--- src/rtl/par_port_pkg.sv ---
// Shared constants, types and timing counts for the parallel port handshake block
package par_port_pkg;
   // Clock
   localparam int CLK_PERIOD_NS = 50;
   // Input settle filters
   localparam int PERIPH_FLT_NS = 75;
   localparam int PERIPH_FLT_CYC = (PERIPH_FLT_NS + CLK_PERIOD_NS - 1) / CLK_PERIOD_NS;
   localparam int WAIT_SETTLE_NS = 50;
   localparam int WAIT_SETTLE_CYC = (WAIT_SETTLE_NS + CLK_PERIOD_NS - 1) / CLK_PERIOD_NS;
   localparam int FAULT_FLT_CYC = 1;
   // Forward data setup: three cable round trips
   localparam int CABLE_RT_NS = 25;
   localparam int SETUP_RT_COUNT = 3;
   localparam int SETUP_NS = SETUP_RT_COUNT * CABLE_RT_NS;
   localparam int SETUP_CYC = (SETUP_NS + CLK_PERIOD_NS - 1) / CLK_PERIOD_NS;
   // Compatible FIFO mode peak rate, one byte per transfer
   localparam int FIFO_RATE_KBPS = 500;
   localparam int FIFO_BYTE_NS = 1000000 / FIFO_RATE_KBPS;
   localparam int FIFO_BYTE_CYC = FIFO_BYTE_NS / CLK_PERIOD_NS;
   // Enhanced-mode cycle time-out
   localparam int EPP_TMO_US = 10;
   localparam int EPP_TMO_CYC = (EPP_TMO_US * 1000 + CLK_PERIOD_NS - 1) / CLK_PERIOD_NS;
   // Reset values
   localparam logic [7:0] PD_RST = 8'h00;
   localparam logic FIFO_RST_LVL = 1'b1;

   typedef enum logic [1:0] {
      MODE_FIFO = 2'b00,
      MODE_ECP = 2'b01,
      MODE_EPP = 2'b10
   } port_mode_e;

   typedef enum logic [3:0] {
      ST_IDLE = 4'h0,
      ST_F_SETUP = 4'h1,
      ST_F_ACK = 4'h2,
      ST_F_DONE = 4'h3,
      ST_R_WAIT = 4'h4,
      ST_R_ACK = 4'h5,
      ST_E_WAIT = 4'h6,
      ST_E_CMD = 4'h7
   } hs_state_e;

   typedef struct packed {
      logic [7:0] data;
      logic strobe_n;
      logic autofd_n;
      logic nwrite;
   } cable_out_s;
endpackage

--- src/rtl/par_port_hs.sv ---
// Host-side handshake engine of a multi-mode parallel port
`timescale 1ns/1ps

//////////////////////////////////////////////////////////////////////////////
module par_port_hs
   import par_port_pkg::*;
#(
   parameter int TMO_CYC = EPP_TMO_CYC
) (
   // Clock and reset
   input wire logic i_sys_clk,
   input wire logic i_rst_n,
   // Mode control
   input wire port_mode_e i_mode,
   input wire logic i_ecp_reverse,
   input wire logic i_epp_legacy,
   input wire logic i_port_direction_bit,
   // Forward byte stream
   input wire logic i_fwd_valid,
   input wire logic [7:0] i_fwd_data,
   output logic o_fwd_ready,
   // Reverse byte stream
   output logic o_rev_valid,
   output logic [7:0] o_rev_data,
   input wire logic i_rev_ready,
   // Enhanced-mode host cycle
   input wire logic i_epp_req,
   input wire logic i_epp_write,
   input wire logic [7:0] i_epp_wdata,
   output logic o_iochrdy,
   output logic [7:0] o_epp_rdata,
   output logic o_epp_done,
   output logic o_epp_timeout,
   input wire logic i_timeout_clr,
   // Cable
   input wire logic [7:0] i_pd,
   output logic [7:0] o_pd,
   output logic [7:0] o_pd_oe,
   output logic o_strobe_n,
   output logic o_strobe_oe,
   output logic o_autofd_n,
   output logic o_autofd_oe,
   output logic o_nwrite,
   input wire logic i_busy,
   input wire logic i_ack_n,
   input wire logic i_fault_n,
   input wire logic i_wait_n,
   output logic o_periph_request
);

   //////////////////////////////////////////////////////////////////////////
   // Input synchronisers and settle filters: 0 busy, 1 nAck, 2 nWAIT, 3 nFault
   function automatic logic [1:0] flt_lim(input int idx);
      case (idx)
         0, 1: flt_lim = 2'(PERIPH_FLT_CYC);
         2: flt_lim = 2'(WAIT_SETTLE_CYC);
         default: flt_lim = 2'(FAULT_FLT_CYC);
      endcase
   endfunction

   logic [3:0] pin_raw;
   logic [3:0] sync1_q, sync2_q, sync3_q, flt_q;
   logic [1:0] flt_cnt_q [4];
   assign pin_raw = {i_fault_n, i_wait_n, i_ack_n, i_busy};

   always_ff @(posedge i_sys_clk or negedge i_rst_n) begin
      if (!i_rst_n) begin
         sync1_q <= 4'he;
         sync2_q <= 4'he;
         sync3_q <= 4'he;
         flt_q <= 4'he;
         for (int i = 0; i < 4; i++) flt_cnt_q[i] <= 2'h0;
      end else begin
         sync1_q <= pin_raw;
         sync2_q <= sync1_q;
         sync3_q <= sync2_q;
         for (int i = 0; i < 4; i++) begin
            // Edge taken only after the second and third stages agree long enough
            if (sync2_q[i] != sync3_q[i] || sync3_q[i] == flt_q[i]) begin
               flt_cnt_q[i] <= 2'h0;
            end else if (flt_cnt_q[i] == flt_lim(i) - 2'h1) begin
               flt_q[i] <= sync3_q[i];
               flt_cnt_q[i] <= 2'h0;
            end else begin
               flt_cnt_q[i] <= flt_cnt_q[i] + 2'h1;
            end
         end
      end
   end

   logic busy_f, ack_n_f, wait_n_f;
   assign busy_f = flt_q[0];
   assign ack_n_f = flt_q[1];
   assign wait_n_f = flt_q[2];
   // Request may arrive at any time in forward phase, so it gets only a one-cycle settle filter
   assign o_periph_request = ~flt_q[3];

   //////////////////////////////////////////////////////////////////////////
   // Cable data input, synchronised as a word
   logic [7:0] sync1_pd_q, sync2_pd_q, sync3_pd_q;
   always_ff @(posedge i_sys_clk or negedge i_rst_n) begin
      if (!i_rst_n) begin
         sync1_pd_q <= PD_RST;
         sync2_pd_q <= PD_RST;
         sync3_pd_q <= PD_RST;
      end else begin
         sync1_pd_q <= i_pd;
         sync2_pd_q <= sync1_pd_q;
         sync3_pd_q <= sync2_pd_q;
      end
   end

   //////////////////////////////////////////////////////////////////////////
   // Two-entry reverse buffer
   logic [7:0] rbuf_q [2];
   logic [1:0] rcnt_q;
   logic rrd_q, rwr_q;
   logic rev_push, rev_pop, rev_room;
   assign rev_room = (rcnt_q != 2'd2);
   assign rev_pop = o_rev_valid & i_rev_ready;
   assign o_rev_valid = (rcnt_q != 2'd0);
   assign o_rev_data = rbuf_q[rrd_q];

   always_ff @(posedge i_sys_clk or negedge i_rst_n) begin
      if (!i_rst_n) begin
         rcnt_q <= 2'd0;
         rrd_q <= 1'b0;
         rwr_q <= 1'b0;
         rbuf_q[0] <= PD_RST;
         rbuf_q[1] <= PD_RST;
      end else begin
         if (rev_push) begin
            rbuf_q[rwr_q] <= sync3_pd_q;
            rwr_q <= ~rwr_q;
         end
         if (rev_pop) rrd_q <= ~rrd_q;
         rcnt_q <= rcnt_q + 2'(rev_push) - 2'(rev_pop);
      end
   end

   //////////////////////////////////////////////////////////////////////////
   // Handshake state machine
   hs_state_e state_q, state_d;
   cable_out_s out_q, out_d;
   logic [1:0] setup_q, setup_d;
   logic [5:0] gap_q, gap_d;
   logic [7:0] tmo_q, tmo_d;
   logic pd_dir_q, pd_dir_d;
   logic tmo_flag_q, tmo_set;
   logic done_q, done_d;
   logic [7:0] rdata_q, rdata_d;
   logic fwd_take, rev_start, epp_start, ecp_rev, fwd_idle_lvl;

   assign ecp_rev = (i_mode == MODE_ECP) & i_ecp_reverse;
   // Next byte waits on Busy and the FIFO byte gap count; nAck never enters this term
   assign fwd_take = (state_q == ST_IDLE) & (i_mode != MODE_EPP) & ~ecp_rev
      & ~busy_f & (gap_q == 6'd0) & i_fwd_valid;
   assign o_fwd_ready = fwd_take;
   assign rev_start = (state_q == ST_IDLE) & ecp_rev;
   assign epp_start = (state_q == ST_IDLE) & (i_mode == MODE_EPP) & i_epp_req;
   assign rev_push = (state_q == ST_R_WAIT) & ~ack_n_f & rev_room;
   assign fwd_idle_lvl = ~ecp_rev;

   always_comb begin
      state_d = state_q;
      out_d = out_q;
      setup_d = setup_q;
      gap_d = (gap_q != 6'd0) ? gap_q - 6'd1 : 6'd0;
      tmo_d = 8'h00;
      pd_dir_d = pd_dir_q;
      done_d = 1'b0;
      rdata_d = rdata_q;
      tmo_set = 1'b0;
      out_d.nwrite = 1'b1;
      case (state_q)
         ST_IDLE: begin
            out_d.strobe_n = 1'b1;
            out_d.autofd_n = fwd_idle_lvl;
            pd_dir_d = ~ecp_rev;
            if (fwd_take) begin
               out_d.data = i_fwd_data;
               setup_d = 2'(SETUP_CYC);
               if (i_mode == MODE_FIFO) gap_d = 6'(FIFO_BYTE_CYC - 1);
               state_d = ST_F_SETUP;
            end else if (rev_start) begin
               state_d = ST_R_WAIT;
            end else if (epp_start) begin
               pd_dir_d = i_epp_write;
               out_d.data = i_epp_wdata;
               out_d.nwrite = i_epp_legacy ? i_port_direction_bit : ~i_epp_write;
               state_d = ST_E_WAIT;
            end
         end
         ST_F_SETUP: begin
            // Data launched first; strobe falls after the setup count
            if (setup_q == 2'd1) begin
               out_d.strobe_n = 1'b0;
               state_d = ST_F_ACK;
            end else begin
               setup_d = setup_q - 2'd1;
            end
         end
         ST_F_ACK: begin
            if (busy_f) begin
               out_d.strobe_n = 1'b1;
               state_d = ST_F_DONE;
            end
         end
         ST_F_DONE: begin
            if (!busy_f) state_d = ST_IDLE;
         end
         ST_R_WAIT: begin
            // A full buffer holds off the acknowledge, so no byte is lost
            if (rev_push) begin
               out_d.autofd_n = 1'b1;
               state_d = ST_R_ACK;
            end else if (!ecp_rev && ack_n_f) begin
               state_d = ST_IDLE;
            end
         end
         ST_R_ACK: begin
            if (ack_n_f) begin
               out_d.autofd_n = 1'b0;
               state_d = ST_IDLE;
            end
         end
         ST_E_WAIT, ST_E_CMD: begin
            out_d.nwrite = out_q.nwrite;
            tmo_d = tmo_q + 8'h01;
            if (tmo_q == 8'(TMO_CYC - 1)) begin
               tmo_set = 1'b1;
               out_d.autofd_n = 1'b1;
               out_d.nwrite = 1'b1;
               pd_dir_d = 1'b1;
               done_d = 1'b1;
               state_d = ST_IDLE;
            end else if (state_q == ST_E_WAIT && !wait_n_f) begin
               out_d.autofd_n = 1'b0;
               tmo_d = 8'h00;
               state_d = ST_E_CMD;
            end else if (state_q == ST_E_CMD && wait_n_f) begin
               out_d.autofd_n = 1'b1;
               out_d.nwrite = 1'b1;
               rdata_d = sync3_pd_q;
               pd_dir_d = 1'b1;
               done_d = 1'b1;
               state_d = ST_IDLE;
            end
         end
         default: state_d = ST_IDLE;
      endcase
   end

   always_ff @(posedge i_sys_clk or negedge i_rst_n) begin
      if (!i_rst_n) begin
         state_q <= ST_IDLE;
         out_q <= '{data: PD_RST, strobe_n: 1'b1, autofd_n: 1'b1, nwrite: 1'b1};
         setup_q <= 2'd0;
         gap_q <= 6'd0;
         tmo_q <= 8'h00;
         pd_dir_q <= 1'b1;
         done_q <= 1'b0;
         rdata_q <= PD_RST;
      end else begin
         state_q <= state_d;
         out_q <= out_d;
         setup_q <= setup_d;
         gap_q <= gap_d;
         tmo_q <= tmo_d;
         pd_dir_q <= pd_dir_d;
         done_q <= done_d;
         rdata_q <= rdata_d;
      end
   end

   // Time-out flag: a new time-out beats a clear in the same cycle
   always_ff @(posedge i_sys_clk or negedge i_rst_n) begin
      if (!i_rst_n) tmo_flag_q <= 1'b0;
      else tmo_flag_q <= tmo_set | (tmo_flag_q & ~i_timeout_clr);
   end

   //////////////////////////////////////////////////////////////////////////
   // Driver type, switched only in idle while nStrobe rests high
   logic drv_pp_q;
   logic [7:0] pd_oe_d;
   logic strobe_oe_d, autofd_oe_d;
   always_ff @(posedge i_sys_clk or negedge i_rst_n) begin
      if (!i_rst_n) drv_pp_q <= 1'b0;
      else if (state_q == ST_IDLE && out_q.strobe_n) drv_pp_q <= (i_mode != MODE_FIFO);
   end

   // Open collector only sinks, so a high needs no enable; no glitch on switch
   assign pd_oe_d = {8{pd_dir_q}} & ({8{drv_pp_q}} | ~out_q.data);
   assign strobe_oe_d = drv_pp_q | ~out_q.strobe_n;
   assign autofd_oe_d = drv_pp_q | ~out_q.autofd_n;

   assign o_pd = out_q.data;
   assign o_pd_oe = pd_oe_d;
   assign o_strobe_n = out_q.strobe_n;
   assign o_strobe_oe = strobe_oe_d;
   assign o_autofd_n = out_q.autofd_n;
   assign o_autofd_oe = autofd_oe_d;
   assign o_nwrite = out_q.nwrite;
   assign o_iochrdy = ~(state_q == ST_E_WAIT || state_q == ST_E_CMD);
   assign o_epp_rdata = rdata_q;
   assign o_epp_done = done_q;
   assign o_epp_timeout = tmo_flag_q;

   //////////////////////////////////////////////////////////////////////////
   // Checks
   a_fifo_busy_only: assert property (@(posedge i_sys_clk) disable iff (!i_rst_n)
      (state_q == ST_F_DONE && !busy_f) |=> state_q == ST_IDLE)
      else $error("byte did not end on Busy low");
   a_fifo_byte_gap: assert property (@(posedge i_sys_clk) disable iff (!i_rst_n)
      (fwd_take && i_mode == MODE_FIFO) |=> gap_q == 6'(FIFO_BYTE_CYC - 1))
      else $error("FIFO byte spacing not loaded");
   a_fwd_idle_strobe: assert property (@(posedge i_sys_clk) disable iff (!i_rst_n)
      (state_q == ST_IDLE) |-> o_strobe_n)
      else $error("nStrobe low while idle");
   a_strobe_setup: assert property (@(posedge i_sys_clk) disable iff (!i_rst_n)
      $fell(o_strobe_n) |-> $past(state_q, SETUP_CYC) == ST_F_SETUP && $stable(o_pd))
      else $error("data setup before nStrobe too short");
   a_strobe_release: assert property (@(posedge i_sys_clk) disable iff (!i_rst_n)
      (state_q == ST_F_ACK && busy_f) |=> o_strobe_n ##1 !(state_q == ST_F_ACK))
      else $error("nStrobe not raised after Busy high");
   a_rev_ack_cycle: assert property (@(posedge i_sys_clk) disable iff (!i_rst_n)
      rev_push |=> o_autofd_n && o_rev_valid)
      else $error("reverse byte not acknowledged");
   a_rev_idle_fd: assert property (@(posedge i_sys_clk) disable iff (!i_rst_n)
      (state_q == ST_IDLE && $past(state_q) == ST_R_ACK) |-> !o_autofd_n)
      else $error("nAutoFd high in reverse idle");
   a_oc_no_high: assert property (@(posedge i_sys_clk) disable iff (!i_rst_n)
      (!drv_pp_q && o_strobe_oe) |-> !o_strobe_n)
      else $error("open-collector line driven high");
   a_busy_filter: assert property (@(posedge i_sys_clk) disable iff (!i_rst_n)
      $changed(busy_f) |-> $past(sync3_q[0], 1) == busy_f && $past(sync3_q[0], 2) == busy_f)
      else $error("Busy accepted before steady");
   a_ack_filter: assert property (@(posedge i_sys_clk) disable iff (!i_rst_n)
      $changed(ack_n_f) |-> $past(sync3_q[1], 1) == ack_n_f && $past(sync3_q[1], 2) == ack_n_f)
      else $error("nAck accepted before steady");
   a_wait_settle: assert property (@(posedge i_sys_clk) disable iff (!i_rst_n)
      $changed(wait_n_f) |-> $past(sync3_q[2], 1) == wait_n_f)
      else $error("nWAIT accepted before settled");
   a_nwrite_idle: assert property (@(posedge i_sys_clk) disable iff (!i_rst_n)
      (state_q != ST_E_WAIT && state_q != ST_E_CMD) |-> o_nwrite)
      else $error("nWRITE low outside a cycle");
   a_epp_timeout: assert property (@(posedge i_sys_clk) disable iff (!i_rst_n)
      (tmo_q == 8'(TMO_CYC - 1) && !o_iochrdy) |=> o_iochrdy && o_epp_timeout && o_epp_done)
      else $error("time-out did not end the cycle");

endmodule

--- config.mk ---
export PLATFORM = sky130hd
export DESIGN_NAME = par_port_hs
export DESIGN_NICKNAME = d
export VERILOG_FILES = /design/src/rtl/par_port_pkg.sv /design/src/rtl/par_port_hs.sv
export SDC_FILE = /design/constraint.sdc
export NUM_CORES = 1
export LEC_CHECK = 0
export ABC_AREA = 1
export BUFFER_PORTS_ARGS = -buffer_cell sky130_fd_sc_hd__clkbuf_2
export CAP_MARGIN = 20
export CORE_MARGIN = 2
export CORE_UTILIZATION = 55
export CTS_CLUSTER_DIAMETER = 50
export DETAILED_ROUTE_END_ITERATION = 8
export HOLD_SLACK_MARGIN = 0.08
export PLACE_DENSITY_LB_ADDON = 0.15
export SKIP_LAST_GASP = 1
export SLEW_MARGIN = 15
export SYNTH_ARGS = -nofsm -noshare
export SYNTH_HDL_FRONTEND = slang
export SYNTH_SLANG_ARGS = --single-unit
--- constraint.sdc ---
create_clock -name i_sys_clk -period 2.07 [get_ports i_sys_clk]
set_clock_uncertainty 0.05 [all_clocks]
set_input_delay 0.1035 -clock i_sys_clk [delete_from_list [all_inputs] [get_ports i_sys_clk]]
set_output_delay 0.1035 -clock i_sys_clk [all_outputs]
set_load 0.005 [all_outputs]
==> results_dict.tcl, run 1 <==
set metrics [dict create \
    rows 33 \
    avgSynthCellArea_um2 9.33 \
    final_cells 731 \
    layout.nets 670 \
    wire_per_inst_um 13.0 \
    cp.required_ns 1.92 \
    numCtsBuffers 9 \
    synth_xor_area_frac 0.0114 \
    p_leak_uw 0.00295 \
    critPathKind "flop to output port" \
    cap_violations 0 \
    path_cells "buf_4, nor2_1, nand2_2, nor2_4, nand3_4, inv_1, clkbuf_2" \
    max_stage_delay_ns 0.44 \
    synth-adder-area-share 0.0243 \
    diodes 0 \
    setup_viol 0 \
    drv_slew 0 \
    synthMuxAreaShare 0 \
    floorplan.initialDensity 0.566 \
    outcome "completed" \
    ys.warnings.count 0 \
    arrival_ns 1.77 \
    critPathLaunchType "flop" \
    yosys.area_share.simple 0.201 \
    antenna_found_initial 0 \
    grt_max_degree 47 \
    fp.dieW_um 95.7 \
    track_usage 0.224 \
    drive_gt1_frac 0.232 \
    fmax_ghz 0.520 \
    die_area_mm2 0.00916 \
    area_growth_syn_to_layout_pct 24.0 \
    die_h_um 95.7 \
    ir_worst_vdd_uv 610 \
    place.gp.congestion 0.932 \
    vias 3630 \
    power_density_mw_per_mm2 1230 \
    viasPerCell 4.97 \
    syn-instance-count 496 \
    grt_pass1_vias 3528 \
    endpoint_kind "output port" \
    tns_ns 0 \
    clock-root-buffer "clkbuf_8" \
    slowest_stage "dfrtp_1" \
    place.port_buffers 82 \
    fillCellCount 633 \
    cts_tree "done" \
    grt_pass1_wl_um 15800 \
    worst_pin_slew_ns 0.588 \
    h-tree-depth 3 \
    post-cts-setup-buffer-count 0 \
    synth_nets 545 \
    synth_top_family_by_area "simple AND/OR/NAND/NOR gates" \
    grt-ovfl-total 0 \
    yosysSeqAreaShare 0.599 \
    cp_max_fo 10 \
    rsz0062_at_grt "true" \
    ys_ff_latch 110 \
    dp_hpwl_um 6660 \
    clk_pin_slew_worst_paths_ns 0.12 \
    routed_wirelength_um 9530 \
    min_period_over_period 0.928 \
    max_slew_margin 0.608 \
    clockBufferDepth 2 \
    cts_sinks 110 \
    period_minus_slack_ns 1.92 \
    dp_cells 679 \
    io-pin-count 83 \
    finalHoldViolations 0 \
    yosysUniqueCellTypes 38 \
    synth_compound_area_frac 0.0916 \
    hp-class "input pin to flop" \
    clock_latency_ns 0.37 \
    dr.first_iter.drc_count 131 \
    drcViolationCount 0 \
    dr.pass1.iters 4 \
    core_area_mm2 0.00818 \
    ant_nets 0 \
    synth_area_mm2 0.00463 \
]
==> worst paths after layout <==
path | start | endpoint | slack (ns) | depth (start not counted)
min | i_ecp_reverse | pd_dir_q | 0.12 | 6
max in group asynchronous | i_rst_n | o_epp_rdata[2] | 1.06 | 3
min reg2reg | sync2_pd_q[2] | sync3_pd_q[2] | 0.31 | 0
max reg2reg | state_q[0] | rcnt_q[1] | 0.16 | 11
max | state_q[1] | o_fwd_ready | 0.15 | 7
min in group asynchronous | i_rst_n | flt_cnt_q[5] | 0.22 | 2
==> flip-flops by register name, indices dropped and copies added (netlist names), 2 cells and up <==
| signal | flops |
|---|---|
| flt_cnt_q | 8 |
| flt_q | 4 |
| gap_q | 6 |
| o_epp_rdata | 8 |
| o_pd | 8 |
| rbuf_q | 16 |
| rcnt_q | 2 |
| setup_q | 2 |
| state_q | 3 |
| sync1_pd_q | 8 |
| sync1_q | 4 |
| sync2_pd_q | 8 |
| sync2_q | 4 |
| sync3_pd_q | 8 |
| sync3_q | 4 |
| tmo_q | 8 |
==> synth_stat cells, drive strengths merged <==
cell type    n  share of area
dfrtp       94           0.51
o21bai       1         0.0016
o31ai        1         0.0016
xor2         5         0.0095
dfstp       16          0.091
inv         61          0.052
nor2        69          0.060
clkinv       3         0.0024
or2          4         0.0054
a21oi       12          0.013
nand4        5         0.0068
o211ai       2         0.0032
nor3b        1         0.0016
o22ai        9          0.012
buf          7          0.015
nand2      119          0.099
nor3         6         0.0065
clkbuf       3         0.0024
ha           9          0.024
xnor2        1         0.0019
a211oi       1         0.0016
nand3       18          0.021
nor4         1         0.0014
o21ai       48          0.058
==> through the flow <==
stage / hold WS [ns] / setup WS, ns / util / total power [uW] / area [um2]
global route: 0.195 / 0.000498 / 0.702 / 7620 / 5740
detailed placement: 0.0998 / 0.173 / 0.630 / 5700 / 5150
CTS: 0.108 / 0.0262 / 0.701 / 7080 / 5730
floorplan: -0.242 / 0.312 / - / 4830 / 4630
global placement: 0.0954 / 0.246 / 0.630 / 5600 / 5150
finish: 0.115 / 0.149 / 0.702 / 7030 / 5740
==> worst max-delay path: cells and delay by family, from the launching register on <==
| kind | cells | cell delay (ns) |
|---|---|---|
| buffers and inverters | 3 | 0.40 |
| DFF | 1 | 0.44 |
| and+or+nand+nor | 4 | 0.57 |
==> cells by family after synthesis <==
| logic type | count (synthesis) |
|---|---|
| adders and majority gates | 9 |
| buffers and inverters | 74 |
| and+or+nand+nor | 223 |
| DFF | 110 |
| AOI/OAI and AO/OA | 74 |
| xor gates and xnor gates | 6 |
==> per-layer routing <==
layer,track usage,routed length [um],up-vias
met5,0,0,-
met4,0.0607,84,0
met3,0.0478,465,5
met2,0.376,4640,105
met1,0.296,4340,1704
li1,-,-,1816
==> what timing repair did <==
| item | CTS | global route |
|---|---|---|
| pin swaps | 0 | 2 |
| hold buffers | 36 | 0 |
| endpoints found under the setup margin | 1 | 2 |
| hold endpoints to repair | 71 | 0 |
| gates resized for setup | 1 | 4 |
==> power by group <==
part	switching, uW	internal (uW)
sequential	411	2770
combinational	1500	1060
clock	803	488
==> area by class of cell <==
| type | count | area [um2] | area share |
|---|---|---|---|
| sequential | 110 | 2770 | 0.483 |
| multi-input combinational | 312 | 1540 | 0.267 |
| timing repair buffer | 124 | 831 | 0.145 |
| inverter | 64 | 253 | 0.0440 |
| tap | 105 | 131 | 0.0229 |
| clock buffer | 9 | 124 | 0.0216 |
| clock inverter | 7 | 92.6 | 0.0161 |
==> placed cells by master, fill, tap and decap left out, types with 2 or more instances in the layout <==
master and n:
clkinv_1 3, ha_1 9, a21oi_1 12, clkbuf_8 9, nor2_1 65, o21ai_2 8, clkinv_8 4, dlygate4sd3_1 36
o21ai_1 2, nor2_4 3, o22ai_1 9, o211ai_1 2, inv_1 55, or2_2 3, buf_4 6, o21ai_0 38
inv_6 2, inv_2 3, clkbuf_2 81, nand3_1 17, nand2_2 2, nand2_1 116, dfrtp_1 94, nand4_1 5
dfstp_2 16, nor3_1 6, xor2_1 5
Power figures use the tool's default switching activity.
==> inputs of run 2 (changes only) <==
--- a/config.mk
+++ b/config.mk
@@ -9,7 +9,7 @@
 export BUFFER_PORTS_ARGS = -buffer_cell sky130_fd_sc_hd__clkbuf_2
 export CAP_MARGIN = 20
 export CORE_MARGIN = 2
-export CORE_UTILIZATION = 55
+export CORE_UTILIZATION = 60
 export CTS_CLUSTER_DIAMETER = 50
 export DETAILED_ROUTE_END_ITERATION = 8
 export HOLD_SLACK_MARGIN = 0.08
==> constraint.sdc (replaced) <==
create_clock -name i_sys_clk -period 2.4 [get_ports i_sys_clk]
set_clock_uncertainty 0.05 [all_clocks]
set_input_delay 0.12 -clock i_sys_clk [delete_from_list [all_inputs] [get_ports i_sys_clk]]
set_output_delay 0.12 -clock i_sys_clk [all_outputs]
set_load 0.005 [all_outputs]
==> results_dict.tcl, run 2 (same netlist as run 1, synthesis figures left out) <==
set metrics [dict create \
    outcome "completed" \
    viasPerCell 5.01 \
    ant_nets 0 \
    tns_ns 0 \
    largest_reg_flops 16 \
    clock-root-buffer "clkbuf_8" \
    hp-class "input pin to flop" \
    dp_hpwl_um 6580 \
    final_cell_mix "nand2_1, dfrtp_1, clkbuf_2" \
    cts_sinks 110 \
    cts_tree "done" \
    floorplan.initialDensity 0.608 \
    endpoint_kind "flop" \
    dr.first_iter.drc_count 181 \
    setup_viol 0 \
    p_leak_uw 0.00296 \
    period_minus_slack_ns 2.20 \
    rsz0062_at_grt "false" \
    critPathLaunchType "flop" \
    largest-register "rbuf_q" \
    fp.dieW_um 91.8 \
    rows 32 \
    grt_max_degree 57 \
    track_usage 0.243 \
    antenna_found_initial 0 \
    sw_frac_of_total 0.389 \
    hold_depth 6 \
    grt_pass1_vias 3536 \
    finalHoldViolations 0 \
    wire_per_inst_um 13.1 \
    hold_end "pd_dir_q" \
    numCtsBuffers 9 \
    diodes 0 \
    vias 3633 \
    power_frac_comb 0.360 \
    routed_wirelength_um 9520 \
    clockBufferDepth 2 \
    place.gp.congestion 0.885 \
    layout_commonest_cell "nand2_1" \
    drv_slew 0 \
    worstReg2RegStart "state_q[1]" \
    netSwitchingPower_uw 2340 \
    p_int_uw 3690 \
    fmax_ghz 0.455 \
    path_cells "nor2_1, nand2_1, nor2_2, nand3_4, o22ai_1, dlygate4sd3_1, nor2_1" \
    max_stage_delay_ns 0.59 \
    worst_pin_slew_ns 0.703 \
    area_growth_syn_to_layout_pct 22.7 \
    layout.nets 667 \
    cp_max_fo 10 \
    hold_start "i_ecp_reverse" \
    die_h_um 91.8 \
    holdWs_ns 0.175 \
    crit_top_cell "nor2_1" \
    min_period_over_period 0.916 \
    clk_pin_slew_worst_paths_ns 0.10 \
    arrival_ns 2.41 \
    critPathKind "flop to flop" \
    max_slew_margin 0.532 \
    clock_latency_ns 0.36 \
    core_area_mm2 0.00761 \
    dr.pass1.iters 4 \
    io-pin-count 83 \
    die_area_mm2 0.00843 \
    ir_worst_vdd_uv 633 \
    power_frac_seq 0.461 \
    place.port_buffers 82 \
    rr_worst_depth 7 \
    power_density_mw_per_mm2 1060 \
    slowest_stage "dlygate4sd3_1" \
    post-cts-setup-buffer-count 0 \
    grt_pass1_wl_um 16200 \
    h-tree-depth 3 \
    drcViolationCount 0 \
    grt-ovfl-total 0 \
    timing.rr.end "o_pd[0]" \
    power_frac_clock 0.180 \
    cap_violations 0 \
    cp.required_ns 2.61 \
    utilization 0.746 \
    rrSetupSlack_ns 0.20 \
    drive_gt1_frac 0.225 \
]
run 2: cell count changes in the layout (fill, tap and decap cells not counted), sizes merged:
cell | previous run | this run
clkinv | 8 | 7
inv | 62 | 64
buf | 7 | 4
clkinvlp | 1 | 0
run 2: area by class of cell:
type                    instances  area, um2
multi-input cells             312       1530
fillers                       557       1930
clock buffers                   9        124
inverters                      64        253
clock inverters                 7       75.1
flip-flops and latches        110       2770
repair buffers                121        796
well taps                     102        128
run 2: how the worst max path moves through the flow:
stage / start / endpoint
2_1_floorplan: state_q[1] / rcnt_q[1]
3_3_place_gp: state_q[1] / rcnt_q[1]
3_5_place_dp: state_q[1] / rcnt_q[1]
4_1_cts: state_q[0] / o_nwrite
5_1_grt: state_q[0] / o_pd[4]
6_report: state_q[1] / o_pd[0]
run 2: power by group through the flow:
stage	clock (uW)	combinational (uW)	sequential [uW]
3_5_place_dp	0	2090	2800
2_1_floorplan	0	1510	2660
5_1_grt	1190	2470	2840
6_report	1080	2170	2780
3_3_place_gp	0	2010	2780
4_1_cts	1110	2150	2770
run 2: metal layers:
metal	track usage	wire length [um]	part of all wire	vias to the layer above
li1	-	-	-	1817
met1	0.339	4230	0.44	1673
met2	0.387	4550	0.48	127
met3	0.0518	557	0.059	16
met4	0.0771	179	0.019	0
met5	0	0	0	-
run 2: worst max-delay path, delay by kind of cell, from the launching register on:
family          cells  cell delay, ns
simple gates        5            0.76
compound gates      1            0.18
flops               1            0.53
buf+inv             1            0.59
run 2: per-stage QoR:
stage / std cells / power (uW) / cell area [um2] / setup slack, ns
detailed placement: 673 / 4900 / 5110 / 0.488
floorplan: 496 / 4170 / 4630 / 0.642
finish: 725 / 6030 / 5680 / 0.201
global placement: 673 / 4800 / 5110 / 0.552
global route: 725 / 6500 / 5680 / 0.0456
CTS: 725 / 6030 / 5670 / 0.205
run 2: what timing repair did:
item,in CTS,in global routing
hold endpoints to repair,69,0
hold buffers,36,0
gates resized for setup,0,2
setup endpoints to repair,0,5
